File: src/pkg/sbs_params.svh
// Constants for the status register bank: addresses, fields, reset values, timing
`ifndef SBS_PARAMS_SVH
`define SBS_PARAMS_SVH

// ==========================================================================
// Register addresses (7-bit frame address)
`define SBS_ADDR_DEV_INFO 7'h43
`define SBS_ADDR_CAN0_BUS 7'h44
`define SBS_ADDR_WAKE_SRC 7'h46

// ==========================================================================
// Field positions
`define SBS_DEV_PRIOR_HI 7
`define SBS_DEV_PRIOR_LO 6
`define SBS_DEV_WD_HI 3
`define SBS_DEV_WD_LO 2
`define SBS_DEV_BAD_CMD 1
`define SBS_DEV_FO_FLAG 0
`define SBS_BUS_FAULT_HI 2
`define SBS_BUS_FAULT_LO 1
`define SBS_BUS_SUPPLY_LOW 0
`define SBS_WK_CONV 7
`define SBS_WK_CAN0 5
`define SBS_WK_TIMER 4
`define SBS_WK_PIN 0

// ==========================================================================
// Reset values and frame layout
`define SBS_RESET_VAL 8'h00
`define SBS_FRAME_BITS 5'h10
`define SBS_HDR_BITS 5'h08
`define SBS_MODE_BIT 7
`define SBS_WATCHDOG_FAILURE_COUNT_MAX 2'h2

// ==========================================================================
// Timing
`define SBS_CLK_PERIOD_NS 10
`define SBS_DOM_TIMEOUT_NS 2000000
`define SBS_DOM_TIMEOUT_CYC \
  ((`SBS_DOM_TIMEOUT_NS + `SBS_CLK_PERIOD_NS - 1) / `SBS_CLK_PERIOD_NS)

`endif

File: src/pkg/sbs_pkg.sv
// Types shared by the status register bank and its frame receiver
package sbs_pkg;
  // ==========================================================================
  // Data types
  typedef logic [7:0] sbs_byte_t;

  // Prior device state codes
  typedef enum logic [1:0] {
    SBS_PRIOR_CLEARED = 2'h0,
    SBS_PRIOR_RESTART_FAIL = 2'h1,
    SBS_PRIOR_SLEEP = 2'h2,
    SBS_PRIOR_RSVD = 2'h3
  } sbs_prior_t;

  // Channel-0 fault codes
  typedef enum logic [1:0] {
    SBS_FAULT_NONE = 2'h0,
    SBS_FAULT_TSD = 2'h1,
    SBS_FAULT_TXD_DOM = 2'h2,
    SBS_FAULT_BUS_DOM = 2'h3
  } sbs_can_fault_t;
endpackage

File: src/pkg/sbs_frame_if.sv
// Frame results passed from the serial receiver to the register bank
`timescale 1ns/1ps
interface sbs_frame_if;
  import sbs_pkg::*;
  // ==========================================================================
  // Frame signals
  logic done;
  logic bad;
  logic clear;
  logic [6:0] addr;
  sbs_byte_t rd_data;

  modport rx (output done, output bad, output clear, output addr, input rd_data);
  modport regs (input done, input bad, input clear, input addr, output rd_data);
endinterface

File: src/verilog/sbs_spi_frame.sv
// Serial frame receiver: 16-bit frames, LSB first, header then status byte out
`timescale 1ns/1ps
module sbs_spi_frame
  import sbs_pkg::*;
(
  // Clock, reset, enable
  input wire logic clk,
  input wire logic reset_n,
  input wire logic ce,
  // Serial pins
  input wire logic spi_cs_n,
  input wire logic spi_sclk,
  input wire logic spi_sdi,
  output logic spi_sdo,
  output logic spi_sdo_oe,
  // Frame results
  sbs_frame_if.rx fr
);
`include "sbs_params.svh"

  typedef enum logic {SBS_IDLE, SBS_SHIFT} sbs_rx_state_t;

  sbs_rx_state_t state;
  logic sclk_q;
  logic cs_q;
  logic [4:0] bit_cnt;
  logic [7:0] hdr;
  logic [7:0] out_sh;
  logic done_q;
  logic bad_q;

  // ==========================================================================
  // Edge and frame boundary decode
  wire logic sclk_rise = spi_sclk & ~sclk_q;
  wire logic sclk_fall = ~spi_sclk & sclk_q;
  wire logic frame_end = spi_cs_n & ~cs_q;
  wire logic in_hdr = bit_cnt < `SBS_HDR_BITS;
  wire logic frame_ok = bit_cnt == `SBS_FRAME_BITS;

  assign fr.done = done_q;
  assign fr.bad = bad_q;
  assign fr.clear = hdr[`SBS_MODE_BIT];
  assign fr.addr = hdr[6:0];
  assign spi_sdo_oe = state == SBS_SHIFT;

  // Pin history; inputs are already in the clock domain
  always_ff @(posedge clk or negedge reset_n) begin
    if (!reset_n) begin
      sclk_q <= 1'b0;
      cs_q <= 1'b1;
    end else if (ce) begin
      sclk_q <= spi_sclk;
      cs_q <= spi_cs_n;
    end
  end

  // Frame state and bit counter; counter saturates so overlong frames stay bad
  always_ff @(posedge clk or negedge reset_n) begin
    if (!reset_n) begin
      state <= SBS_IDLE;
      bit_cnt <= 5'h00;
    end else if (ce) begin
      unique case (state)
        SBS_IDLE: begin
          bit_cnt <= 5'h00;
          if (!spi_cs_n) state <= SBS_SHIFT;
        end
        SBS_SHIFT: begin
          if (frame_end) state <= SBS_IDLE;
          else if (sclk_rise && bit_cnt != 5'h1F) bit_cnt <= bit_cnt + 5'h01;
        end
      endcase
    end
  end

  // Header capture on rising edges, status byte shifted on falling edges
  always_ff @(posedge clk or negedge reset_n) begin
    if (!reset_n) begin
      hdr <= 8'h00;
      out_sh <= 8'h00;
      spi_sdo <= 1'b0;
    end else if (ce) begin
      if (state == SBS_SHIFT && sclk_rise && in_hdr) hdr <= {spi_sdi, hdr[7:1]};
      if (state == SBS_SHIFT && sclk_fall && bit_cnt == `SBS_HDR_BITS) begin
        spi_sdo <= fr.rd_data[0];
        out_sh <= {1'b0, fr.rd_data[7:1]};
      end else if (state == SBS_SHIFT && sclk_fall && !in_hdr) begin
        spi_sdo <= out_sh[0];
        out_sh <= {1'b0, out_sh[7:1]};
      end else if (state == SBS_IDLE) begin
        spi_sdo <= 1'b0;
      end
    end
  end

  // One-cycle results at the end of each frame
  always_ff @(posedge clk or negedge reset_n) begin
    if (!reset_n) begin
      done_q <= 1'b0;
      bad_q <= 1'b0;
    end else if (ce) begin
      done_q <= state == SBS_SHIFT && frame_end && frame_ok;
      bad_q <= state == SBS_SHIFT && frame_end && !frame_ok;
    end
  end

endmodule // sbs_spi_frame

File: src/verilog/sbs_status_regs.sv
// Device, channel-0 bus and wake source status registers behind the serial port
// ==========================================================================
// Functional notes
// Prior-state field held until software clears
// Two-bit watchdog failure count, never three
// Count self-clears on good trigger or stop; a stop with wd_stop_by_fail set keeps the count
// Configurations 2/4 freeze count until good trigger
// Bad frame sets flag; only clear resets
// Fail-output flag set on activation, held
// Channel-0 fault code: tsd, txd, bus
// Supply low sets flag, disables transmitter
// Txd timeout ends on high, off, wake
// Bus timeout ends on recessive, wake, off
// Supply low ends above threshold
// Controller holds txd high before resuming
// Supply comparator active only with mode bit
// Converter auto mode change sets bit seven
// Wake sources: bus five, timer four, pin
// Fail-safe wakes set same source bits
// Power-on or soft reset zeroes registers
// Restart keeps bus fault, zeroes upper bits
// Reserved bits read as zero
// Frame mode bit set clears, else reads
// Only watchdog count clears by itself
// Flags sticky until cleared; set wins
`timescale 1ns/1ps
`include "sbs_params.svh"
module sbs_status_regs
  import sbs_pkg::*;
#(
  parameter int DOM_TIMEOUT_CYCLES = `SBS_DOM_TIMEOUT_CYC
) (
  // Clock, reset, enable
  input wire logic clk,
  input wire logic reset_n,
  input wire logic ce,
  // Serial port
  input wire logic spi_cs_n,
  input wire logic spi_sclk,
  input wire logic spi_sdi,
  output logic spi_sdo,
  output logic spi_sdo_oe,
  // Device mode events
  input wire logic soft_reset,
  input wire logic restart_entry,
  input wire logic [1:0] restart_cause,
  // Watchdog
  input wire logic config_strap_pin,
  input wire logic cfg_fail_first,
  input wire logic watchdog_failure_count_event,
  input wire logic wd_trigger_ok,
  input wire logic wd_stop,
  input wire logic wd_stop_by_fail,
  output logic fail_output_pin,
  // Channel-0 transceiver
  input wire logic can0_tsd,
  input wire logic transmit_input_ch0,
  input wire logic can0_bus_dominant,
  input wire logic can0_tx_on,
  input wire logic can0_wake_capable,
  input wire logic transceiver_mode_high_bit,
  input wire logic vcan_below_thr,
  output logic can0_tx_disable,
  // Wake and converter events
  input wire logic can_ch0_bus_wake,
  input wire logic cyclic_timer_wake,
  input wire logic wake_pin_wake,
  input wire logic converter_mode_change
);

  localparam int CW = $clog2(DOM_TIMEOUT_CYCLES + 1);
  localparam logic [CW-1:0] DOM_LIMIT = CW'(DOM_TIMEOUT_CYCLES);

  sbs_frame_if fr ();

  // ==========================================================================
  // State
  sbs_prior_t prior_device_state;
  logic [1:0] watchdog_failure_count;
  logic wd_frozen;
  logic bad_cmd;
  logic fail_output_active_flag;
  sbs_can_fault_t can0_fault;
  logic transceiver_supply_low;
  logic converter_auto_switch_flag;
  logic [2:0] wake_bits;
  logic cfg_caught;
  logic freeze_mode;
  logic tsd_q;
  logic [CW-1:0] txd_cnt;
  logic [CW-1:0] bus_cnt;

  // Dominant timer step, shared by both timeout monitors
  function automatic logic [CW-1:0] next_dom_count(input logic [CW-1:0] cnt, input logic run);
    if (!run) return '0;
    else if (cnt == DOM_LIMIT) return cnt;
    else return CW'(cnt + 1'b1);
  endfunction

  // ==========================================================================
  // Frame receiver
  sbs_spi_frame u_frame (
    .clk(clk),
    .reset_n(reset_n),
    .ce(ce),
    .spi_cs_n(spi_cs_n),
    .spi_sclk(spi_sclk),
    .spi_sdi(spi_sdi),
    .spi_sdo(spi_sdo),
    .spi_sdo_oe(spi_sdo_oe),
    .fr(fr)
  );

  // ==========================================================================
  // Register images and clear decode
  // Reserved positions are tied to zero in the images
  wire sbs_byte_t dev_reg = {prior_device_state, 2'h0, watchdog_failure_count,
                             bad_cmd, fail_output_active_flag};
  wire sbs_byte_t bus_reg = {5'h00, can0_fault, transceiver_supply_low};
  wire sbs_byte_t wake_reg = {converter_auto_switch_flag, 1'b0, wake_bits[2:1],
                              3'h0, wake_bits[0]};
  wire logic clr_dev = fr.done && fr.clear && fr.addr == `SBS_ADDR_DEV_INFO;
  wire logic clr_bus = fr.done && fr.clear && fr.addr == `SBS_ADDR_CAN0_BUS;
  wire logic clr_wake = fr.done && fr.clear && fr.addr == `SBS_ADDR_WAKE_SRC;
  wire sbs_byte_t rd_byte = fr.addr == `SBS_ADDR_DEV_INFO ? dev_reg :
                            fr.addr == `SBS_ADDR_CAN0_BUS ? bus_reg :
                            fr.addr == `SBS_ADDR_WAKE_SRC ? wake_reg : `SBS_RESET_VAL;
  assign fr.rd_data = rd_byte;

  // ==========================================================================
  // Watchdog failure count
  // Strap is caught on the first enabled edge after release; low selects freeze
  always_ff @(posedge clk or negedge reset_n) begin
    if (!reset_n) begin
      cfg_caught <= 1'b0;
      freeze_mode <= 1'b0;
    end else if (ce && !cfg_caught) begin
      cfg_caught <= 1'b1;
      freeze_mode <= ~config_strap_pin;
    end
  end

  wire logic wd_accept = watchdog_failure_count_event && !(freeze_mode && wd_frozen);
  wire logic wd_self_clear = wd_trigger_ok || (wd_stop && !wd_stop_by_fail);
  wire logic [1:0] wd_inc = watchdog_failure_count == `SBS_WATCHDOG_FAILURE_COUNT_MAX ?
                            watchdog_failure_count : watchdog_failure_count + 2'h1;
  wire logic [1:0] fo_threshold = cfg_fail_first ? 2'h1 : `SBS_WATCHDOG_FAILURE_COUNT_MAX;
  wire logic fo_activate = wd_accept && wd_inc == fo_threshold;
  // A failure in the same cycle as a good trigger wins, except while the count is frozen, where the trigger clears it
  wire logic [1:0] next_wd = soft_reset ? 2'h0 : wd_accept ? wd_inc :
                             wd_self_clear ? 2'h0 : watchdog_failure_count;

  always_ff @(posedge clk or negedge reset_n) begin
    if (!reset_n) begin
      watchdog_failure_count <= 2'h0;
      wd_frozen <= 1'b0;
    end else if (ce) begin
      watchdog_failure_count <= next_wd;
      if (soft_reset || wd_trigger_ok) wd_frozen <= 1'b0;
      else if (freeze_mode && watchdog_failure_count_event) wd_frozen <= 1'b1;
    end
  end

  // ==========================================================================
  // Device information flags; sets are applied after clears
  wire sbs_prior_t next_prior = soft_reset ? SBS_PRIOR_CLEARED :
                                restart_entry ? sbs_prior_t'(restart_cause) :
                                clr_dev ? SBS_PRIOR_CLEARED : prior_device_state;
  wire logic next_bad = !soft_reset && (fr.bad || (bad_cmd && !clr_dev));
  wire logic next_fo = !soft_reset &&
                       (fo_activate || (fail_output_active_flag && !clr_dev));

  always_ff @(posedge clk or negedge reset_n) begin
    if (!reset_n) begin
      prior_device_state <= SBS_PRIOR_CLEARED;
      bad_cmd <= 1'b0;
      fail_output_active_flag <= 1'b0;
      fail_output_pin <= 1'b0;
    end else if (ce) begin
      prior_device_state <= next_prior;
      bad_cmd <= next_bad;
      fail_output_active_flag <= next_fo;
      // Pin stays active until a soft reset; release policy lives elsewhere
      fail_output_pin <= !soft_reset && (fail_output_pin || fo_activate);
    end
  end

  // ==========================================================================
  // Channel-0 fault monitors
  // Timers restart from zero whenever their run condition drops
  wire logic txd_run = !transmit_input_ch0 && can0_tx_on && !can0_wake_capable;
  wire logic bus_run = can0_bus_dominant && can0_tx_on && !can0_wake_capable;
  wire logic txd_timeout = txd_cnt == DOM_LIMIT;
  wire logic bus_timeout = bus_cnt == DOM_LIMIT;
  wire logic txd_ev = txd_run && txd_cnt == DOM_LIMIT - 1'b1;
  wire logic bus_ev = bus_run && bus_cnt == DOM_LIMIT - 1'b1;
  wire logic tsd_ev = can0_tsd && !tsd_q;
  wire logic uv_active = transceiver_mode_high_bit && vcan_below_thr;
  // Latest event overwrites the code; bus dominant has the highest priority
  wire sbs_can_fault_t next_fault = soft_reset ? SBS_FAULT_NONE :
                                    bus_ev ? SBS_FAULT_BUS_DOM :
                                    txd_ev ? SBS_FAULT_TXD_DOM :
                                    tsd_ev ? SBS_FAULT_TSD :
                                    clr_bus ? SBS_FAULT_NONE : can0_fault;
  wire logic next_supply_low = !soft_reset &&
                               (uv_active || (transceiver_supply_low && !clr_bus));
  // Driver stays off while any fault lasts; re-enable timing is the controller's
  wire logic next_tx_disable = uv_active || txd_timeout || bus_timeout || can0_tsd;

  always_ff @(posedge clk or negedge reset_n) begin
    if (!reset_n) begin
      txd_cnt <= '0;
      bus_cnt <= '0;
      tsd_q <= 1'b0;
    end else if (ce) begin
      txd_cnt <= next_dom_count(txd_cnt, txd_run);
      bus_cnt <= next_dom_count(bus_cnt, bus_run);
      tsd_q <= can0_tsd;
    end
  end

  // Restart leaves these untouched on purpose
  always_ff @(posedge clk or negedge reset_n) begin
    if (!reset_n) begin
      can0_fault <= SBS_FAULT_NONE;
      transceiver_supply_low <= 1'b0;
      can0_tx_disable <= 1'b0;
    end else if (ce) begin
      can0_fault <= next_fault;
      transceiver_supply_low <= next_supply_low;
      can0_tx_disable <= next_tx_disable;
    end
  end

  // ==========================================================================
  // Wake source and converter flags
  // Fail-safe wakes arrive on the same event inputs
  wire logic [2:0] wake_set = {can_ch0_bus_wake, cyclic_timer_wake, wake_pin_wake};
  wire logic [2:0] next_wake = soft_reset ? 3'h0 :
                               wake_set | (clr_wake ? 3'h0 : wake_bits);
  wire logic next_conv = !soft_reset &&
                         (converter_mode_change ||
                          (converter_auto_switch_flag && !clr_wake));

  always_ff @(posedge clk or negedge reset_n) begin
    if (!reset_n) begin
      wake_bits <= 3'h0;
      converter_auto_switch_flag <= 1'b0;
    end else if (ce) begin
      wake_bits <= next_wake;
      converter_auto_switch_flag <= next_conv;
    end
  end
endmodule // sbs_status_regs

File: config.mk
export PLATFORM = sky130hd
export DESIGN_NAME = sbs_status_regs
export DESIGN_NICKNAME = d
export VERILOG_FILES = /design/src/pkg/sbs_pkg.sv /design/src/pkg/sbs_frame_if.sv /design/src/verilog/sbs_spi_frame.sv /design/src/verilog/sbs_status_regs.sv
export VERILOG_INCLUDE_DIRS = /design/src /design/src/pkg
export SDC_FILE = /design/constraint.sdc
export NUM_CORES = 1
export LEC_CHECK = 0
export BUFFER_PORTS_ARGS = -buffer_cell sky130_fd_sc_hd__buf_2
export CORE_MARGIN = 4
export CORE_UTILIZATION = 51
export DETAILED_ROUTE_END_ITERATION = 7
export HOLD_SLACK_MARGIN = 0.12
export PLACE_DENSITY = 0.69
export SLEW_MARGIN = 20
export SYNTH_ARGS = -nofsm -noshare
export SYNTH_HDL_FRONTEND = slang
export SYNTH_SLANG_ARGS = --single-unit
File: constraint.sdc
create_clock -name clk -period 4.75 [get_ports clk]
set_input_delay 0.7125 -clock clk [delete_from_list [all_inputs] [get_ports clk]]
set_output_delay 0.7125 -clock clk [all_outputs]
set_load 0.1 [all_outputs]
==> metrics.csv, run 1 <==
metric;value;unit
outcome;completed;
cap_violations;0;
ys_seq_area_share;47.9;%
gp_congestion;0.814;
core_area;7890;sq um
yosysTopAreaCell;dfrtp_1;
post_cts_resized;0;
path_class;register to output port;
synth_cell_type_count;61;
crit_path_max_incr_delay;0.59;ns
path_delay_family;flip-flops;
grt_usage;19.1;%
hold_ws;0.400;ns
max_slew_margin;32.4;%
fin_skew;0.00576;ns
period_share;45.4;%
clkSlewWorstSetupHoldPaths;0.08;ns
num_vias;3368;
power;1.50;mW
fin_setup_tns;0;ns
cts.sinks;81;
antenna_cells;0;
cpMaxStageDelayCell;dfrtp_1;
drcViolationCount;0;
antenna_found_initial;0;
ys_ff_latch;81;
clock.fmax;463;MHz
seq_power_share;53.5;%
cts_setup_buffers;0;
drive_above_1_share;14.3;%
syn_area;4240;sq um
ys.flop_type;dfrtp_1;
io_buffers;30;
dieArea;9830;sq um
synth_top_area_share;47.3;%
cp_num_buf_inv;1;
fillCellCount;680;
ios;31;
dpl.cell_count;561;
fin_nets;505;
drt_wl_total;9.09;mm
clkPwrFrac;32.0;%
hold_viol_final;0;
place_area;4460;sq um
end_kind;output port;
drtIter0Drc;175;
drv_slew;0;
cp_max_fo;14;
rows;32;
dr.pass1.iters;4;
final_common_cell;dfrtp_1;
combinationalPowerShare;14.5;%
synth-edff-count;0;
syn_avg_cell_area;9.52;sq um
synth_fp_nets;480;
hold_class;primary input to asynchronous set/reset pin;
wire_per_inst;15.8;microns
htree_num_levels;3;
overflow;0;
p_per_area;322;nW/um^2
cp_data_arrival_time;1.45;ns
finalNonFillerCells;576;
cp.required;4.04;ns
die_w;99.1;microns
area_delta_synth_final;9.66;%
p_sw_share;28.8;%
rsz0062_at_grt;no;
mostFrequentLayoutCells;dfrtp_1, nand2_1, o21ai_0;
viasPerCell;5.85;
p_int;1.07;mW
synth_cells;445;
worstPathCellList;buf_2;
ys_top_cells_by_area;dfrtp_1, o21ai_0, nand2_1, nor2_1, mux2_2;
cp-start-kind;register;
clk_path_buf_depth;2;
postCtsHoldBufs;0;
ant_nets;0;
cts_root_buffer;clkbuf_8;
grt_pass1_wl;15.4;mm
total_leakage_power;2.03;nW
async_flop_share;100;%
p_switching;431;uW
cts_tree;done;
yosysWarnings;0;
dp.final_hpwl;6.29;mm
cts_buffers;9;
grt_max_degree;82;
post-route-min-period;2.16;ns
clk_latency;0.35;ns
grt_pass1_vias;3245;
tightestPinTransition;1.01;ns
finalSetupViolCount;0;
ir_worst_vdd;0.000132;V
die_height;99.1;microns
design_area;4650;sq um
start_util;53.7;%
## worst paths after layout
check / endpoint / from / slack [ns] / cells after the start
min reg2reg: cfg_caught / cfg_caught / 0.47 / 1
max in group asynchronous: bus_cnt[0] / reset_n / 3.85 / 1
min: txd_cnt[13] / reset_n / 0.40 / 1
min in group clk: cfg_caught / cfg_caught / 0.47 / 1
max: spi_sdo_oe / u_frame.spi_sdo_oe / 2.59 / 1
max reg2reg: bad_cmd / u_frame.hdr[3] / 2.60 / 5
## flip-flops by register name, indices dropped and copies added (netlist names), 2 cells and up
| register | count |
|---|---|
| prior_device_state | 2 |
| txd_cnt | 18 |
| watchdog_failure_count | 2 |
| bus_cnt | 18 |
| wake_bits | 3 |
| u_frame.hdr | 8 |
| u_frame.bit_cnt | 5 |
| u_frame.out_sh | 7 |
| can0_fault | 2 |
## power by group through the flow
stage / Sequential (mW) / Combinational (mW) / Clock (mW)
2_1_floorplan: 0.822 / 0.132 / 0
3_3_place_gp: 0.811 / 0.211 / 0
3_5_place_dp: 0.814 / 0.218 / 0
4_1_cts: 0.800 / 0.220 / 0.497
5_1_grt: 0.810 / 0.245 / 0.524
6_report: 0.801 / 0.217 / 0.479
## area by class of cell
cell class | count | area [sq um] | area share [%]
Multi-Input combinational cell | 326 | 2060 | 44.4
Sequential cell | 81 | 2030 | 43.7
Timing Repair Buffer | 31 | 164 | 3.53
Tap cell | 102 | 128 | 2.75
Clock buffer | 9 | 124 | 2.67
Inverter | 21 | 78.8 | 1.70
Clock inverter | 6 | 60.1 | 1.29
## logic make-up (layout without fill, tap and decap cells)
group	after synthesis	after routing	share of synthesized area, %
muxes	11	11	2.92
buffers and inverters	38	67	3.43
and+or+nand+nor	181	181	22.7
DFF	81	81	47.9
xor gates and xnor gates	16	16	3.31
AOI/OAI and AO/OA	110	110	17.4
adders and majority gates	8	8	2.36
## cells in the mapped netlist (8+ instances only)
master and instances:
dfrtp_1 80, nand2_1 47, o21ai_0 38, nor2_1 36
inv_1 20, nand3_1 18, clkbuf_1 15, a21oi_1 14
nor3_1 13, mux2_2 11, and3_1 10, o31ai_1 9
ha_1 8, nand4_1 8, xnor2_1 8, xor2_1 8
## stage by stage
step                      utilization [%]  setup slack [ns]
after floorplan                         -              2.67
after global placement               56.5              2.50
after detailed placement             56.5              2.44
after CTS                            58.9              2.57
after global routing                 58.9              2.47
final                                58.9              2.59
## routing by layer
layer	share of wire [%]	vias up	global-route usage, %
li1	-	1667	-
met1	47	1626	26.1
met2	47	67	31.0
met3	4.5	8	4.63
met4	0.81	0	4.10
met5	0	-	0
No activity file was read; power rests on OpenSTA's default activity.
==> inputs of run 2 (changes only) <==
- clock period: 4.75 -> 2 ns (I/O delays scaled with it)
==> metrics.csv, run 2 (same netlist as run 1, synthesis figures left out) <==
metric;value;unit;change
die_height;99.1;microns;unchanged
drv_slew;0;;unchanged
setup_ws;0.104;ns;-2.49 ns
final_common_cell;dfrtp_1;;
cap_violations;0;;unchanged
cts_buffers;9;;unchanged
dpl.cell_count;575;;+2.5%
grt_pass1_vias;3381;;+4.2%
total_leakage_power;2.12;nW;+4.7%
top_layer_used;met4;;
max_slew_margin;40.0;%;+7.6 points
register_area;2030;sq um;about the same
grt_max_degree;39;;-52%
ant_nets;0;;unchanged
wire_per_inst;16.0;microns;+1.3%
die_w;99.1;microns;unchanged
clock.fmax;527;MHz;
clk_latency;0.36;ns;about the same
clk_path_buf_depth;2;;unchanged
fin_setup_tns;0;ns;unchanged
wl_met2;4.40;mm;+2.5%
wl_met3;424;microns;+2.9%
cts_tree;done;;
fillCellCount;675;;-0.74%
outcome;completed;;
ir_worst_vdd;0.000438;V;+230%
cp_max_fo;4;;-10
mostFrequentLayoutCells;dfrtp_1, nand2_1, o21ai_0;;
antenna_found_initial;0;;unchanged
antenna_cells;0;;unchanged
path_class;register to register;;
cp_data_arrival_time;2.14;ns;+0.69 ns
cts.sinks;81;;unchanged
dr.pass1.iters;4;;unchanged
hold_viol_final;0;;unchanged
drcViolationCount;0;;unchanged
rows;32;;unchanged
dieArea;9830;sq um;unchanged
gp_congestion;0.824;;+1.2%
dp.final_hpwl;6.86;mm;+8.9%
power;3.82;mW;+160%
place_ws;-0.00141;ns;-2.44 ns
place_area;4560;sq um;+2.4%
hold_class;primary input to register;;
cp.required;2.25;ns;-1.79 ns
fin_skew;0.00783;ns;+0.00206 ns
final_util;61.2;%;+2.3 points
worstPathCellList;ha_1 > and3_1 > ha_1 > o41ai_2 > nand3_1 > xor2_1 > nor2_1;;
end_kind;register;;
cpMostUsedCell;ha_1;;
drt-met1-wl;4.51;mm;+4.6%
p_per_area;792;nW/um^2;+150%
core_area;7890;sq um;unchanged
finalSetupViolCount;0;;unchanged
design_area;4820;sq um;+3.8%
viasPerCell;5.87;;+0.39%
htree_num_levels;3;;unchanged
cts_root_buffer;clkbuf_8;;
io_buffers;30;;unchanged
drive_above_1_share;18.2;%;+3.8 points
multiInputGateArea;2080;sq um;+1.0%
post-route-min-period;1.90;ns;
cp-start-kind;register;;
hold_ws;0.143;ns;-0.257 ns
cpMaxStageDelayCell;o41ai_2;;
finalNonFillerCells;592;;+2.8%
period_share;94.8;%;
crit_path_max_incr_delay;0.42;ns;-0.17 ns
start_util;53.7;%;unchanged
clkSlewWorstSetupHoldPaths;0.09;ns;about the same
rsz0062_at_grt;no;;
reg.largest.list;bus_cnt: 18 flops, txd_cnt: 18 flops, u_frame.hdr: 8 flops;;
fin_nets;520;;+3.0%
num_vias;3475;;+3.2%
area_delta_synth_final;13.9;%;
ios;31;;unchanged
drt_wl_total;9.47;mm;+4.1%
overflow;0;;unchanged
tightestPinTransition;0.897;ns;-0.114 ns
grt_pass1_wl;16.1;mm;+4.9%
drtIter0Drc;165;;-5.7%
grt_usage;20.1;%;+0.98 points
-- run 2: cell types whose count changed in the layout (fill, tap and decap cells not counted), sizes merged --
cell / before / now
dlygate4sd3: 0 / 1
bufinv: 1 / 2
clkinv: 3 / 2
inv: 21 / 22
buf: 31 / 45
-- run 2: metal layers --
layer	vias to the layer above	GRT usage (%)
met4	0	6.30
met3	11	2.95
met1	1680	28.0
met2	76	32.5
met5	-	0
li1	1708	-
-- run 2: path summary, 6_finish.rpt --
kind                                    startpoint                  to  slack (ns)  cells after the start
max in group asynchronous                  reset_n          txd_cnt[8]        0.93                      3
min in group asynchronous                  reset_n          txd_cnt[0]        0.44                      2
worst min-delay path              config_strap_pin         freeze_mode        0.14                      2
worst max-delay path            u_frame.bit_cnt[0]  u_frame.bit_cnt[3]        0.10                      7
worst max register to register  u_frame.bit_cnt[0]  u_frame.bit_cnt[3]        0.10                      7
worst min register to register          cfg_caught          cfg_caught        0.47                      1
-- run 2: final cells by class --
type,count,area share (%)
clock buffers,9,2.57
well taps,102,2.65
inverters,21,1.63
clock inverters,7,2.15
flip-flops and latches,81,42.1
multi-input cells,326,43.2
repair buffers,46,5.71
-- run 2: power breakdown --
group	total [mW]	switching (mW)	leakage, nW	internal [mW]
clock	1.36	0.641	0.108	0.715
combinational	0.559	0.322	0.930	0.237
sequential	1.91	0.137	1.08	1.77
-- run 2: worst max-delay path: cells and delay by family, from the launching register on --
kind            cells  cell delay [ns]
xor+xnor            1             0.16
fa+ha+maj           2             0.40
simple gates        3             0.39
compound gates      1             0.42
flops               1             0.41
-- run 2: timing repair --
item / CTS / global route
endpoints found under the hold margin: 34 / 0
hold buffers: 1 / 0
endpoints found under the setup margin: 2 / 11
resized for setup: 1 / 4
gates cloned: 0 / 0
setup buffers: 0 / 0
